[config.mk]
export PLATFORM = sky130hd
export DESIGN_NAME = ecev_top
export DESIGN_NICKNAME = d
export VERILOG_FILES = /design/src/shared/ecev_pkg.sv /design/src/core/ecev_top.sv
export SDC_FILE = /design/constraint.sdc
export NUM_CORES = 1
export LEC_CHECK = 0
export BUFFER_PORTS_ARGS = -buffer_cell sky130_fd_sc_hd__buf_2
export CAP_MARGIN = 30
export CORE_MARGIN = 4
export CORE_UTILIZATION = 45
export CTS_BUF_LIST = sky130_fd_sc_hd__clkbuf_2 sky130_fd_sc_hd__clkbuf_4 sky130_fd_sc_hd__clkbuf_8
export CTS_CLUSTER_DIAMETER = 120
export CTS_CLUSTER_SIZE = 8
export DETAILED_ROUTE_END_ITERATION = 16
export PLACE_DENSITY = 0.61
export SLEW_MARGIN = 5
export SYNTH_ARGS = -nofsm -noshare
export SYNTH_HDL_FRONTEND = slang
export SYNTH_SLANG_ARGS = --single-unit
[constraint.sdc]
create_clock -name clk -period 8.6 [get_ports clk]
set_input_delay 0.86 -clock clk [delete_from_list [all_inputs] [get_ports clk]]
set_output_delay 0.86 -clock clk [all_outputs]
set_load 0.1 [all_outputs]
[src/shared/ecev_pkg.sv]
// package for the edge capture and event unit: register offsets, field positions,
// reset values and the mode codes of a module.
// assumes an 8-bit register port with byte offsets as the register addresses.
package ecev_pkg;

	// ==========================================================
	// sizes
	localparam int unsigned ECEV_MODULES = 5;
	localparam int unsigned ECEV_PORT_W  = 8;
	localparam int unsigned ECEV_PIN_LO  = 3;          // module 0 sits on port 1 bit 3

	// ==========================================================
	// register offsets
	localparam logic [7:0] ECEV_IRQ_ENABLE_OFS   = 8'ha8;  // interrupt_enable_mask
	localparam logic [7:0] ECEV_IRQ_PRIO_OFS     = 8'hb8;  // interrupt_priority_select
	localparam logic [7:0] ECEV_CTRL_FLAGS_OFS   = 8'hd8;  // counter_control_event_flags
	localparam logic [7:0] ECEV_TB_MODE_OFS      = 8'hd9;  // time base mode
	localparam logic [7:0] ECEV_MODE_BASE_OFS    = 8'hda;  // module_mode_select 0..4
	localparam logic [7:0] ECEV_TB_LOW_OFS       = 8'he9;  // time_base_low_byte
	localparam logic [7:0] ECEV_TIME_LOW_BASE    = 8'hea;  // module_time_low 0..4
	localparam logic [7:0] ECEV_TB_HIGH_OFS      = 8'hf9;  // time_base_high_byte
	localparam logic [7:0] ECEV_TIME_HIGH_BASE   = 8'hfa;  // module_time_high 0..4

	// ==========================================================
	// reset values
	localparam logic [7:0]  ECEV_BYTE_RESET = 8'h00;
	localparam logic [15:0] ECEV_TB_RESET   = 16'h0000;

	// ==========================================================
	// interrupt_enable_mask / interrupt_priority_select fields
	localparam int unsigned ECEV_GLOBAL_IRQ_EN_BIT = 7;
	localparam int unsigned ECEV_CA_IRQ_EN_BIT     = 6;
	localparam int unsigned ECEV_CA_PRIO_BIT       = 6;
	localparam logic [7:0]  ECEV_IP_READ_MASK      = 8'h7f;  // top bit unused

	// ==========================================================
	// counter_control_event_flags fields
	localparam int unsigned ECEV_OVF_FLAG_BIT = 7;
	localparam int unsigned ECEV_RUN_BIT      = 6;
	localparam int unsigned ECEV_FLAGS_LSB    = 0;

	// time base mode field: overflow interrupt enable
	localparam int unsigned ECEV_OVF_IRQ_EN_BIT = 0;

	// ==========================================================
	// module_mode_select fields, bit 7 unused
	localparam int unsigned ECEV_M_CMP_EN   = 6;
	localparam int unsigned ECEV_M_RISE     = 5;
	localparam int unsigned ECEV_M_FALL     = 4;
	localparam int unsigned ECEV_M_MATCH    = 3;
	localparam int unsigned ECEV_M_TOGGLE   = 2;
	localparam int unsigned ECEV_M_PWM      = 1;
	localparam int unsigned ECEV_M_IRQ_EN   = 0;
	localparam logic [7:0]  ECEV_MODE_MASK  = 8'h7f;

	// ==========================================================
	// listed mode codes, interrupt bit clear (set bit 0 to enable it)
	localparam logic [7:0] ECEV_CODE_CAP_RISE = 8'h20;
	localparam logic [7:0] ECEV_CODE_CAP_FALL = 8'h10;
	localparam logic [7:0] ECEV_CODE_CAP_BOTH = 8'h30;
	localparam logic [7:0] ECEV_CODE_SW_TIMER = 8'h48;
	localparam logic [7:0] ECEV_CODE_HS_OUT   = 8'h4c;
	localparam logic [7:0] ECEV_CODE_PWM      = 8'h42;

endpackage

[src/core/ecev_top.sv]
// edge capture and event unit: shared 16-bit time base, five capture/compare
// modules, event flags and the shared counter-array interrupt request.
// assumes a byte register port in the clk domain and pins synchronous to clk.
//
// Summary of operation
// - mode selector byte codes: rising 20h, falling 10h, either 30h, others listed
// - a new mode code takes effect at once, no reset needed
// - each module has high and low 8-bit time registers
// - in pulse-width mode the high byte sets the duty cycle
// - a module event sets its flag in the control/flag register, which is written as a whole byte
// - five event flags and overflow flag OR into one interrupt request
// - flags stay set when the interrupt is taken
// - enable register has counter-array enable, priority register a high-priority bit
// - each source gated by own enable: module mode bit, overflow enable
// - capture on rising, falling or either edge per mode
// - qualifying edge loads 16-bit time base, sets flag, flags interrupt
// - module interrupt only with module enable, counter-array enable and global enable (enable register bit 7) all set
// - a later capture overwrites the earlier value
// - hardware never clears flags; software clears them by writing
// - module 0 captures from port 1 bit 3
// - mode selector bits 6..0: compare, rise, fall, match, toggle, pwm, irq enable
// - one free-running 16-bit time base from high and low bytes
//
// Added by the designer: the address-and-strobe port.
`timescale 1ns/100ps

module ecev_top (
	// clock and reset
	input  wire logic                           clk,
	input  wire logic                           rst,
	// register port
	input  wire logic [7:0]                     reg_addr,
	input  wire logic [7:0]                     reg_wdata,
	input  wire logic                           reg_write,
	input  wire logic                           reg_read,
	output logic      [7:0]                     reg_rdata,
	// port 1 pins and module outputs
	input  wire logic [ecev_pkg::ECEV_PORT_W-1:0]  port1_pins,
	output logic      [ecev_pkg::ECEV_MODULES-1:0] module_out,
	// interrupt request toward the core
	output logic                                counter_array_irq,
	output logic                                counter_array_priority
);
	import ecev_pkg::*;

	// ==========================================================
	// state
	typedef struct packed {
		logic [7:0]                   irq_enable;
		logic [7:0]                   irq_prio;
		logic [7:0]                   tb_mode;
		logic                         run;
		logic                         ovf_flag;
		logic [ECEV_MODULES-1:0]      event_flag;
		logic [15:0]                  time_base;
		logic [ECEV_MODULES-1:0][7:0] mode;
		logic [ECEV_MODULES-1:0][7:0] time_high;
		logic [ECEV_MODULES-1:0][7:0] time_low;
		logic [ECEV_MODULES-1:0]      cmp_armed;
		logic [ECEV_MODULES-1:0]      out;
		logic [ECEV_MODULES-1:0]      sync1;
		logic [ECEV_MODULES-1:0]      sync2;
		logic [ECEV_MODULES-1:0]      sample;
		logic [7:0]                   rdata;
	} ecev_state_type;

	ecev_state_type s_q;
	ecev_state_type s_d;

	// ==========================================================
	// address decode shared by reads and writes
	function automatic logic ecev_in_bank(input logic [7:0] addr, input logic [7:0] base);
		ecev_in_bank = (addr >= base) && (addr < base + 8'(ECEV_MODULES));
	endfunction

	function automatic logic [2:0] ecev_bank_index(input logic [7:0] addr,
	                                               input logic [7:0] base);
		logic [7:0] diff;
		diff = addr - base;
		ecev_bank_index = diff[2:0];
	endfunction

	// ==========================================================
	// next-state logic
	always_comb begin
		logic [2:0]              idx;
		logic [ECEV_MODULES-1:0] rise;
		logic [ECEV_MODULES-1:0] fall;
		logic [ECEV_MODULES-1:0] hit;
		logic [15:0]             tb_now;
		logic                    tb_wrap;
		logic                    low_wrap;
		idx      = 3'd0;
		rise     = '0;
		fall     = '0;
		hit      = '0;
		tb_now   = s_q.time_base;
		tb_wrap  = s_q.run && (s_q.time_base == 16'hffff);
		low_wrap = s_q.run && (s_q.time_base[7:0] == 8'hff);
		s_d      = s_q;

		// pin synchroniser; only the second stage and the sample are looked at
		s_d.sync1  = port1_pins[ECEV_PIN_LO +: ECEV_MODULES];
		s_d.sync2  = s_q.sync1;
		s_d.sample = s_q.sync2;
		rise       = s_q.sync2 & ~s_q.sample;
		fall       = ~s_q.sync2 & s_q.sample;

		// free-running time base, one count per clock while running
		if (s_q.run) begin
			s_d.time_base = s_q.time_base + 16'h0001;
		end

		// software writes; bytes of the control register are written whole,
		// so the core does read-modify-write to touch a single flag
		if (reg_write) begin
			case (reg_addr)
				ECEV_IRQ_ENABLE_OFS: begin
					s_d.irq_enable = reg_wdata;
				end
				ECEV_IRQ_PRIO_OFS: begin
					s_d.irq_prio = reg_wdata & ECEV_IP_READ_MASK;
				end
				ECEV_CTRL_FLAGS_OFS: begin
					s_d.ovf_flag   = reg_wdata[ECEV_OVF_FLAG_BIT];
					s_d.run        = reg_wdata[ECEV_RUN_BIT];
					s_d.event_flag = reg_wdata[ECEV_FLAGS_LSB +: ECEV_MODULES];
				end
				ECEV_TB_MODE_OFS: begin
					s_d.tb_mode = reg_wdata;
				end
				ECEV_TB_LOW_OFS: begin
					s_d.time_base[7:0] = reg_wdata;
				end
				ECEV_TB_HIGH_OFS: begin
					s_d.time_base[15:8] = reg_wdata;
				end
				default: begin
					if (ecev_in_bank(reg_addr, ECEV_MODE_BASE_OFS)) begin
						idx = ecev_bank_index(reg_addr, ECEV_MODE_BASE_OFS);
						s_d.mode[idx] = reg_wdata & ECEV_MODE_MASK;
					end else if (ecev_in_bank(reg_addr, ECEV_TIME_LOW_BASE)) begin
						idx = ecev_bank_index(reg_addr, ECEV_TIME_LOW_BASE);
						s_d.time_low[idx]  = reg_wdata;
						s_d.cmp_armed[idx] = 1'b0;               // no false match mid-update
					end else if (ecev_in_bank(reg_addr, ECEV_TIME_HIGH_BASE)) begin
						idx = ecev_bank_index(reg_addr, ECEV_TIME_HIGH_BASE);
						s_d.time_high[idx] = reg_wdata;
						s_d.cmp_armed[idx] = 1'b1;
					end
				end
			endcase
		end

		// overflow event; the set wins over a clearing write in the same cycle
		if (tb_wrap) begin
			s_d.ovf_flag = 1'b1;
		end

		// per-module capture, compare and pulse-width behaviour
		for (int i = 0; i < ECEV_MODULES; i++) begin
			// capture: edge selection straight from the current mode bits
			if ((rise[i] && s_q.mode[i][ECEV_M_RISE]) ||
			    (fall[i] && s_q.mode[i][ECEV_M_FALL])) begin
				s_d.time_high[i]  = tb_now[15:8];
				s_d.time_low[i]   = tb_now[7:0];
				s_d.event_flag[i] = 1'b1;
			end
			// compare: match against the armed 16-bit value
			hit[i] = s_q.run && s_q.mode[i][ECEV_M_CMP_EN] && s_q.cmp_armed[i] &&
			         !s_q.mode[i][ECEV_M_PWM] &&
			         (tb_now == {s_q.time_high[i], s_q.time_low[i]});
			if (hit[i] && s_q.mode[i][ECEV_M_MATCH]) begin
				s_d.event_flag[i] = 1'b1;
				if (s_q.mode[i][ECEV_M_TOGGLE]) begin
					s_d.out[i] = ~s_q.out[i];
				end
			end
			// pulse width: high byte reloads the low byte at each low-byte wrap,
			// so a new duty takes effect only at the period boundary
			if (s_q.mode[i][ECEV_M_CMP_EN] && s_q.mode[i][ECEV_M_PWM]) begin
				if (low_wrap) begin
					s_d.time_low[i] = s_q.time_high[i];
				end
				s_d.out[i] = (tb_now[7:0] >= s_q.time_low[i]);
			end
		end

		// read data stands for one cycle only
		s_d.rdata = ECEV_BYTE_RESET;
		if (reg_read) begin
			case (reg_addr)
				ECEV_IRQ_ENABLE_OFS: s_d.rdata = s_q.irq_enable;
				ECEV_IRQ_PRIO_OFS:   s_d.rdata = s_q.irq_prio;
				ECEV_CTRL_FLAGS_OFS: begin
					s_d.rdata = {s_q.ovf_flag, s_q.run, 1'b0, s_q.event_flag};
				end
				ECEV_TB_MODE_OFS:    s_d.rdata = s_q.tb_mode;
				ECEV_TB_LOW_OFS:     s_d.rdata = s_q.time_base[7:0];
				ECEV_TB_HIGH_OFS:    s_d.rdata = s_q.time_base[15:8];
				default: begin
					if (ecev_in_bank(reg_addr, ECEV_MODE_BASE_OFS)) begin
						s_d.rdata = s_q.mode[ecev_bank_index(reg_addr, ECEV_MODE_BASE_OFS)];
					end else if (ecev_in_bank(reg_addr, ECEV_TIME_LOW_BASE)) begin
						s_d.rdata = s_q.time_low[ecev_bank_index(reg_addr, ECEV_TIME_LOW_BASE)];
					end else if (ecev_in_bank(reg_addr, ECEV_TIME_HIGH_BASE)) begin
						s_d.rdata =
							s_q.time_high[ecev_bank_index(reg_addr, ECEV_TIME_HIGH_BASE)];
					end
				end
			endcase
		end
	end

	// ==========================================================
	// state register
	always_ff @(posedge clk) begin
		if (rst) begin
			s_q.irq_enable <= ECEV_BYTE_RESET;
			s_q.irq_prio   <= ECEV_BYTE_RESET;
			s_q.tb_mode    <= ECEV_BYTE_RESET;
			s_q.run        <= 1'b0;
			s_q.ovf_flag   <= 1'b0;
			s_q.event_flag <= '0;
			s_q.time_base  <= ECEV_TB_RESET;
			s_q.mode       <= '0;
			s_q.time_high  <= '0;
			s_q.time_low   <= '0;
			s_q.cmp_armed  <= '1;
			s_q.out        <= '0;
			s_q.sync1      <= '0;
			s_q.sync2      <= '0;
			s_q.sample     <= '0;
			s_q.rdata      <= ECEV_BYTE_RESET;
		end else begin
			s_q <= s_d;
		end
	end

	// ==========================================================
	// shared interrupt request; flags are left set when it is taken
	always_comb begin
		logic [ECEV_MODULES-1:0] mod_en;
		logic                    any_src;
		mod_en  = '0;
		any_src = 1'b0;
		for (int i = 0; i < ECEV_MODULES; i++) begin
			mod_en[i] = s_q.mode[i][ECEV_M_IRQ_EN];
		end
		any_src = |(s_q.event_flag & mod_en) ||
		          (s_q.ovf_flag && s_q.tb_mode[ECEV_OVF_IRQ_EN_BIT]);
		counter_array_irq = any_src &&
		                    s_q.irq_enable[ECEV_CA_IRQ_EN_BIT] &&
		                    s_q.irq_enable[ECEV_GLOBAL_IRQ_EN_BIT];
	end

	// outputs from flops
	assign counter_array_priority = s_q.irq_prio[ECEV_CA_PRIO_BIT];
	assign reg_rdata              = s_q.rdata;
	assign module_out             = s_q.out;

endmodule

After elaboration in Yosys (flattened, before gate mapping)
Index checks and enable logic that the tools add are counted.

Register bits after elaboration: 199. Latch bits: 0. Memory bits (writable): 0. Bits in read-only memories: 0. Input bits: 28. Output and inout port bits: 15. Logic and storage cells: 303. Memories kept: 0.

Add/subtract/negate cells: 4. $mul: 0. Div/mod/pow operators: 0. Order comparisons: 17. Equality and inequality tests: 28. Shift operators: 0. Multiplexer cells: 82. Bitwise logic cells: 16. Reductions and logical operators: 120.

Operators by type and width (count): $mux 8 (31); $mux 40 (4); $mux 147 (1); $mux 125 (1); $bwmux 40 (3); $mux 85 (1); $eq 16x16->1 (5); $bmux 8 s3 (3); $demux 8 s3 (3); $eq 8x8->1 const B (7); $logic_and 1x1->1 (51); $pmux 8 s6 (1); $reduce_bool 2->1 (23); $ge 8x8->1 (5); $reduce_and 2->1 (15); $reduce_bool 3->1 (10); $mux 1 (28); $reduce_and 5->1 (5); $ge 8x8->1 const B (3); $lt 8x8->1 const B (3); $and 5x5->5 (4); $ne 2x1->1 const B (10); $add 16x1->16 const B (1); $eq 16x16->1 const B (1); 18 further kinds (48).

Longest topological paths before layout
Depth in word-level cells: 14. Depth in mapped cells: 12. Depth with buffers taken out: 7.

Worst setup path after synthesis
No wires, ideal clock.

Path kind: input port to flip-flop. Start: input port reg_addr[1]. End: register s_q (netlist bit reg_rdata[3]). Library setup time: 0.116 ns. Arrival: 3.424 ns. Data required time: 8.484 ns. Setup slack: 5.060 ns. Stages: 12. Path buffers: 6. Cells stage by stage: buf_2 buf_1 inv_1 ha_1 clkbuf_1 clkbuf_1 clkbuf_1 clkbuf_1 o22ai_1 nand4b_1 o211ai_1 a31o_2.

Word-level cells in the longest chain between the ends: 7. Elaborated cells on any way between the ends: 28. Classes of those cells: add/sub: 3; order compare: 6; eq/ne: 6; mux: 10; reduce/logical: 3.

Ends and longest elaborated chain: start: declaration (RTL line ecev_top.sv:32) `input wire logic [7:0] reg_addr,`; $sub 3x2->3 (RTL line ecev_top.sv:79) `diff = addr - base;`; $bmux 8 s3 (RTL line ecev_top.sv:208) `s_q.time_high[ecev_bank_index(reg_addr, ECEV_TIME_HIGH_BASE)];`; $mux 8 (implied by the code) (RTL line ecev_top.sv:208); $mux 8 (RTL line ecev_top.sv:206) `end else if (ecev_in_bank(reg_addr, ECEV_TIME_HIGH_BASE)) begin`; $mux 8 (RTL line ecev_top.sv:204) `end else if (ecev_in_bank(reg_addr, ECEV_TIME_LOW_BASE)) begin`; $mux 8 (RTL line ecev_top.sv:202) `if (ecev_in_bank(reg_addr, ECEV_MODE_BASE_OFS)) begin`; $pmux 8 s6 * (RTL line ecev_top.sv:192) `case (reg_addr)`; end: declaration (RTL line ecev_top.sv:67) `ecev_state_type s_q;`.

Mark *: on every way between the ends. The rest lies on a longest branch, timed or not. The select of a mux whose other input is x is not followed. A chain may end at the register's enable or synchronous reset.

Final worst setup path
Start: input port reg_addr[1]. End: register s_q[86] (netlist name).

Word-level cells in the longest chain between the ends: 12. Elaborated cells on any way between the ends: 34. Classes of those cells: add/sub: 1; order compare: 8; eq/ne: 9; mux: 9; reduce/logical: 7.

Ends and longest elaborated chain: $sub 3x2->3 (RTL line ecev_top.sv:79); $lt 3x4->1 (implied by the code) / $ge 3x1->1 (equally long branches) (RTL line ecev_top.sv:148) `s_d.time_high[idx] = reg_wdata;`; $logic_and 1x1->1 (implied by the code) (RTL line ecev_top.sv:148); $mux 8 (implied by the code) (RTL line ecev_top.sv:148); $demux 8 s3 (RTL line ecev_top.sv:148); $bwmux 40 (RTL line ecev_top.sv:148); $mux 40 (RTL line ecev_top.sv:146) `end else if (ecev_in_bank(reg_addr, ECEV_TIME_HIGH_BASE)) begin`; $mux 40 (RTL line ecev_top.sv:142) `end else if (ecev_in_bank(reg_addr, ECEV_TIME_LOW_BASE)) begin`; $mux 85 (RTL line ecev_top.sv:139) `if (ecev_in_bank(reg_addr, ECEV_MODE_BASE_OFS)) begin`; $mux 125 (RTL line ecev_top.sv:117) `case (reg_addr)`; $mux 147 (RTL line ecev_top.sv:116) `if (reg_write) begin`; $mux 8 (RTL line ecev_top.sv:163) `if ((rise[i] && s_q.mode[i][ECEV_M_RISE]) ||`.

Several ways; a longest one is shown, not always the timed one. The select of a mux whose other input is x is not followed.

==> results_dict.tcl <==
set metrics [dict create \
    outcome "complete, no violations" \
    synth_flop_cell "dfxtp_1" \
    finalPower_mw 1.68 \
    cts_tree "yes" \
    dp_hpwl_um 29600 \
    grt_max_degree 78 \
    numClockSinks 194 \
    period_needed_ns 4.05 \
    cts_setup_buffers 0 \
    cts_made_buffers 17 \
    ys_seq_area_frac 0.329 \
    vias_per_cell 6.53 \
    path_clk_slew_ns 0.12 \
    antenna_found_initial 0 \
    rrSetupSlack_ns 5.02 \
    setup_tns_ns 0 \
    worst_ep_required_time_ns 8.96 \
    max_slew_margin 0.285 \
    leakage_nw 4.83 \
    wl_um 43300 \
    timing.fmax_mhz 247 \
    cts_hold_buf 0 \
    ir_worst_vdd_mv 0.0805 \
    clockRootBuffer "clkbuf_8" \
    start_util 0.463 \
    finalCritPeriodShare 0.471 \
    path_cells "buf_2, buf_4, ha_1, nand3_1, a2111oi_0, nor3_1, nand2_1, o21ai_0" \
    remaining_drc_errors 0 \
    wire_per_inst_um 25.8 \
    diodes 0 \
    ys_ff_latch 194 \
    die-area_sq_um 28900 \
    cp_max_fo 35 \
    yosysTopAreaCell "dfxtp_1" \
    clk-insertion-delay-late_ns 0.49 \
    synth.area.top_cells "dfxtp_1 (33%), mux2i_1 (10%), ha_1 (4.7%), xor2_1 (3.8%), nor2_1 (3.2%)" \
    crit_path_start "reg_addr[1]" \
    drv_slew 0 \
    die_h_um 170 \
    worst_setup_path_start_kind "input port" \
    antenna_left 0 \
    io_buffers 39 \
    rsz0062_at_grt "no" \
    nNetsFinal 1405 \
    synth_top_area_frac 0.329 \
    critPathMaxStageDelay_ns 1.02 \
    endpoint "s_q[86]" \
    grt_pass1_vias 10146 \
    clock_path_buffers 2 \
    synthesis.nets 1449 \
    setup_violations 0 \
    synth_warnings 0 \
    ios 43 \
    h-tree-depth 4 \
    hold_class "flip-flop to flip-flop" \
    powerDensity_nw_per_um2 135 \
    r2r_start "s_q[154]" \
    skew_ns 0.0173 \
    r2r_cells 6 \
    synth-async-reset-ratio 0 \
    gp_congestion 0.976 \
    cp-end-kind "flip-flop" \
    holdPathStages 1 \
    first_pass_iters 7 \
    cts_resized 0 \
    synthDistinctLibCells 68 \
    die_x_um 170 \
    setup.worst_path.class "input port to flip-flop" \
    maxCapViolations 0 \
    r2r_end "s_q[40]" \
    grtUsageTotal 0.294 \
    vias 10948 \
    worstPathArrival_ns 4.41 \
    overflow 0 \
    synth_cells 1377 \
    syn_avg_cell_area_sq_um 8.57 \
    num_rows 58 \
    synthesis.area_sq_um 11800 \
    worstMarginPinSlew_ns 1.06 \
    core_area_sq_um 25500 \
    drive_above_1_share 0.114 \
    grt_pass1_wl_um 64400 \
    slowest_stage "a2111oi_0" \
    synth_edf_count 0 \
    initialDrtViolationCount 1571 \
    syn_to_final_growth_pct 5.49 \
    hold_viol 0 \
]
cell families after synthesis:
logic type / after synthesis / synth area share
fa+ha+maj: 44 / 0.0467
buf+inv: 177 / 0.0623
flops: 194 / 0.329
mux: 151 / 0.133
xor+xnor: 62 / 0.0460
simple gates: 408 / 0.184
compound gates: 341 / 0.198
worst min-delay path by stage:
stage / from / to
2_1_floorplan: s_d[15] / s_d[10]
3_3_place_gp: s_d[14] / s_d[9]
3_5_place_dp: s_d[13] / s_d[8]
4_1_cts: s_d[14] / s_d[9]
5_1_grt: s_d[13] / s_d[8]
6_report: s_d[16] / s_d[11]
per-layer routing:
layer	vias to the layer above	global-route usage	routed length, um
met1	5176	0.412	18100
met3	130	0.0511	4390
met5	-	0	0
met2	646	0.447	18900
met4	0	0.126	1890
li1	4996	-	-
layout by cell type, fill, tap and decap left out, drive strengths merged, types with 5 or more instances in the layout:
| master | instances |
|---|---|
| nor3 | 16 |
| buf | 67 |
| a221o | 5 |
| nand3b | 12 |
| a221oi | 14 |
| a21o | 7 |
| nor4 | 26 |
| or4 | 5 |
| a21oi | 72 |
| nand2 | 88 |
| inv | 55 |
| and2 | 5 |
| o21a | 5 |
| o211ai | 11 |
| nor2b | 31 |
| nor2 | 102 |
| a211o | 11 |
| xor2 | 51 |
| a31oi | 10 |
| mux2 | 28 |
| nand4b | 7 |
| o22ai | 5 |
| nand2b | 11 |
| a31o | 5 |
| a22oi | 17 |
| and3 | 5 |
| mux2i | 121 |
| dfxtp | 194 |
| clkbuf | 19 |
| a211oi | 32 |
| o21ai | 77 |
| a32oi | 24 |
| nand3 | 44 |
| o221ai | 24 |
| ha | 44 |
| or4b | 6 |
| nand4 | 31 |
| xnor2 | 11 |
per-stage QoR:
stage	util	instances	cell area, sq um	hold WS, ns	setup slack (ns)
after detailed placement	0.473	1644	12000	0.428	4.18
after CTS	0.489	1676	12400	0.457	4.69
after floorplan	-	1377	11800	0.414	5.06
final	0.489	1676	12400	0.450	4.55
after global placement	0.472	1640	12000	0.423	4.25
after global routing	0.489	1676	12400	0.463	4.42
layout make-up:
cell class	instances	area (sq um)
inverter	47	176
timing repair buffer	67	399
sequential	194	3880
clock inverter	13	139
tap	330	413
clock buffer	19	255
fill	2502	13000
multi-input combinational	1006	7180
power breakdown:
group	internal (mW)	switching, mW
clock network	0.252	0.380
logic	0.0362	0.103
registers	0.902	0.00314
cells in the mapped netlist, types with 6 or more instances:
cell / count
mux2_2: 28
a21oi_1: 72
dfxtp_1: 194
o211ai_1: 11
a221oi_1: 14
nor2b_1: 31
nand3b_1: 12
a31oi_1: 10
or4b_2: 6
ha_1: 44
nand4_1: 31
a211o_1: 11
xnor2_1: 11
nor2_1: 101
nor4_1: 22
inv_1: 46
buf_1: 18
nand4b_1: 7
a32oi_1: 24
nand3_1: 43
clkbuf_1: 84
nor3_1: 16
xor2_1: 51
a22oi_1: 17
nand2_1: 88
nand2b_1: 11
mux2i_1: 121
buf_4: 14
o221ai_1: 24
o21ai_0: 74
a21o_1: 7
a211oi_1: 30
buf_2: 14
critical path: cells and delay by family:
family	cells	cell delay, ns
compound gates	2	1.11
fa+ha+maj	1	0.41
buf+inv	2	1.05
simple gates	3	0.94
sequential cells by signal, indices dropped and copies added (netlist names), named ones only:
signal                  flops
reg_rdata                   8
module_out                  5
s_d                        10
counter_array_priority      1
s_q                       165
Note: power is estimated with default switching activity, not from simulation.
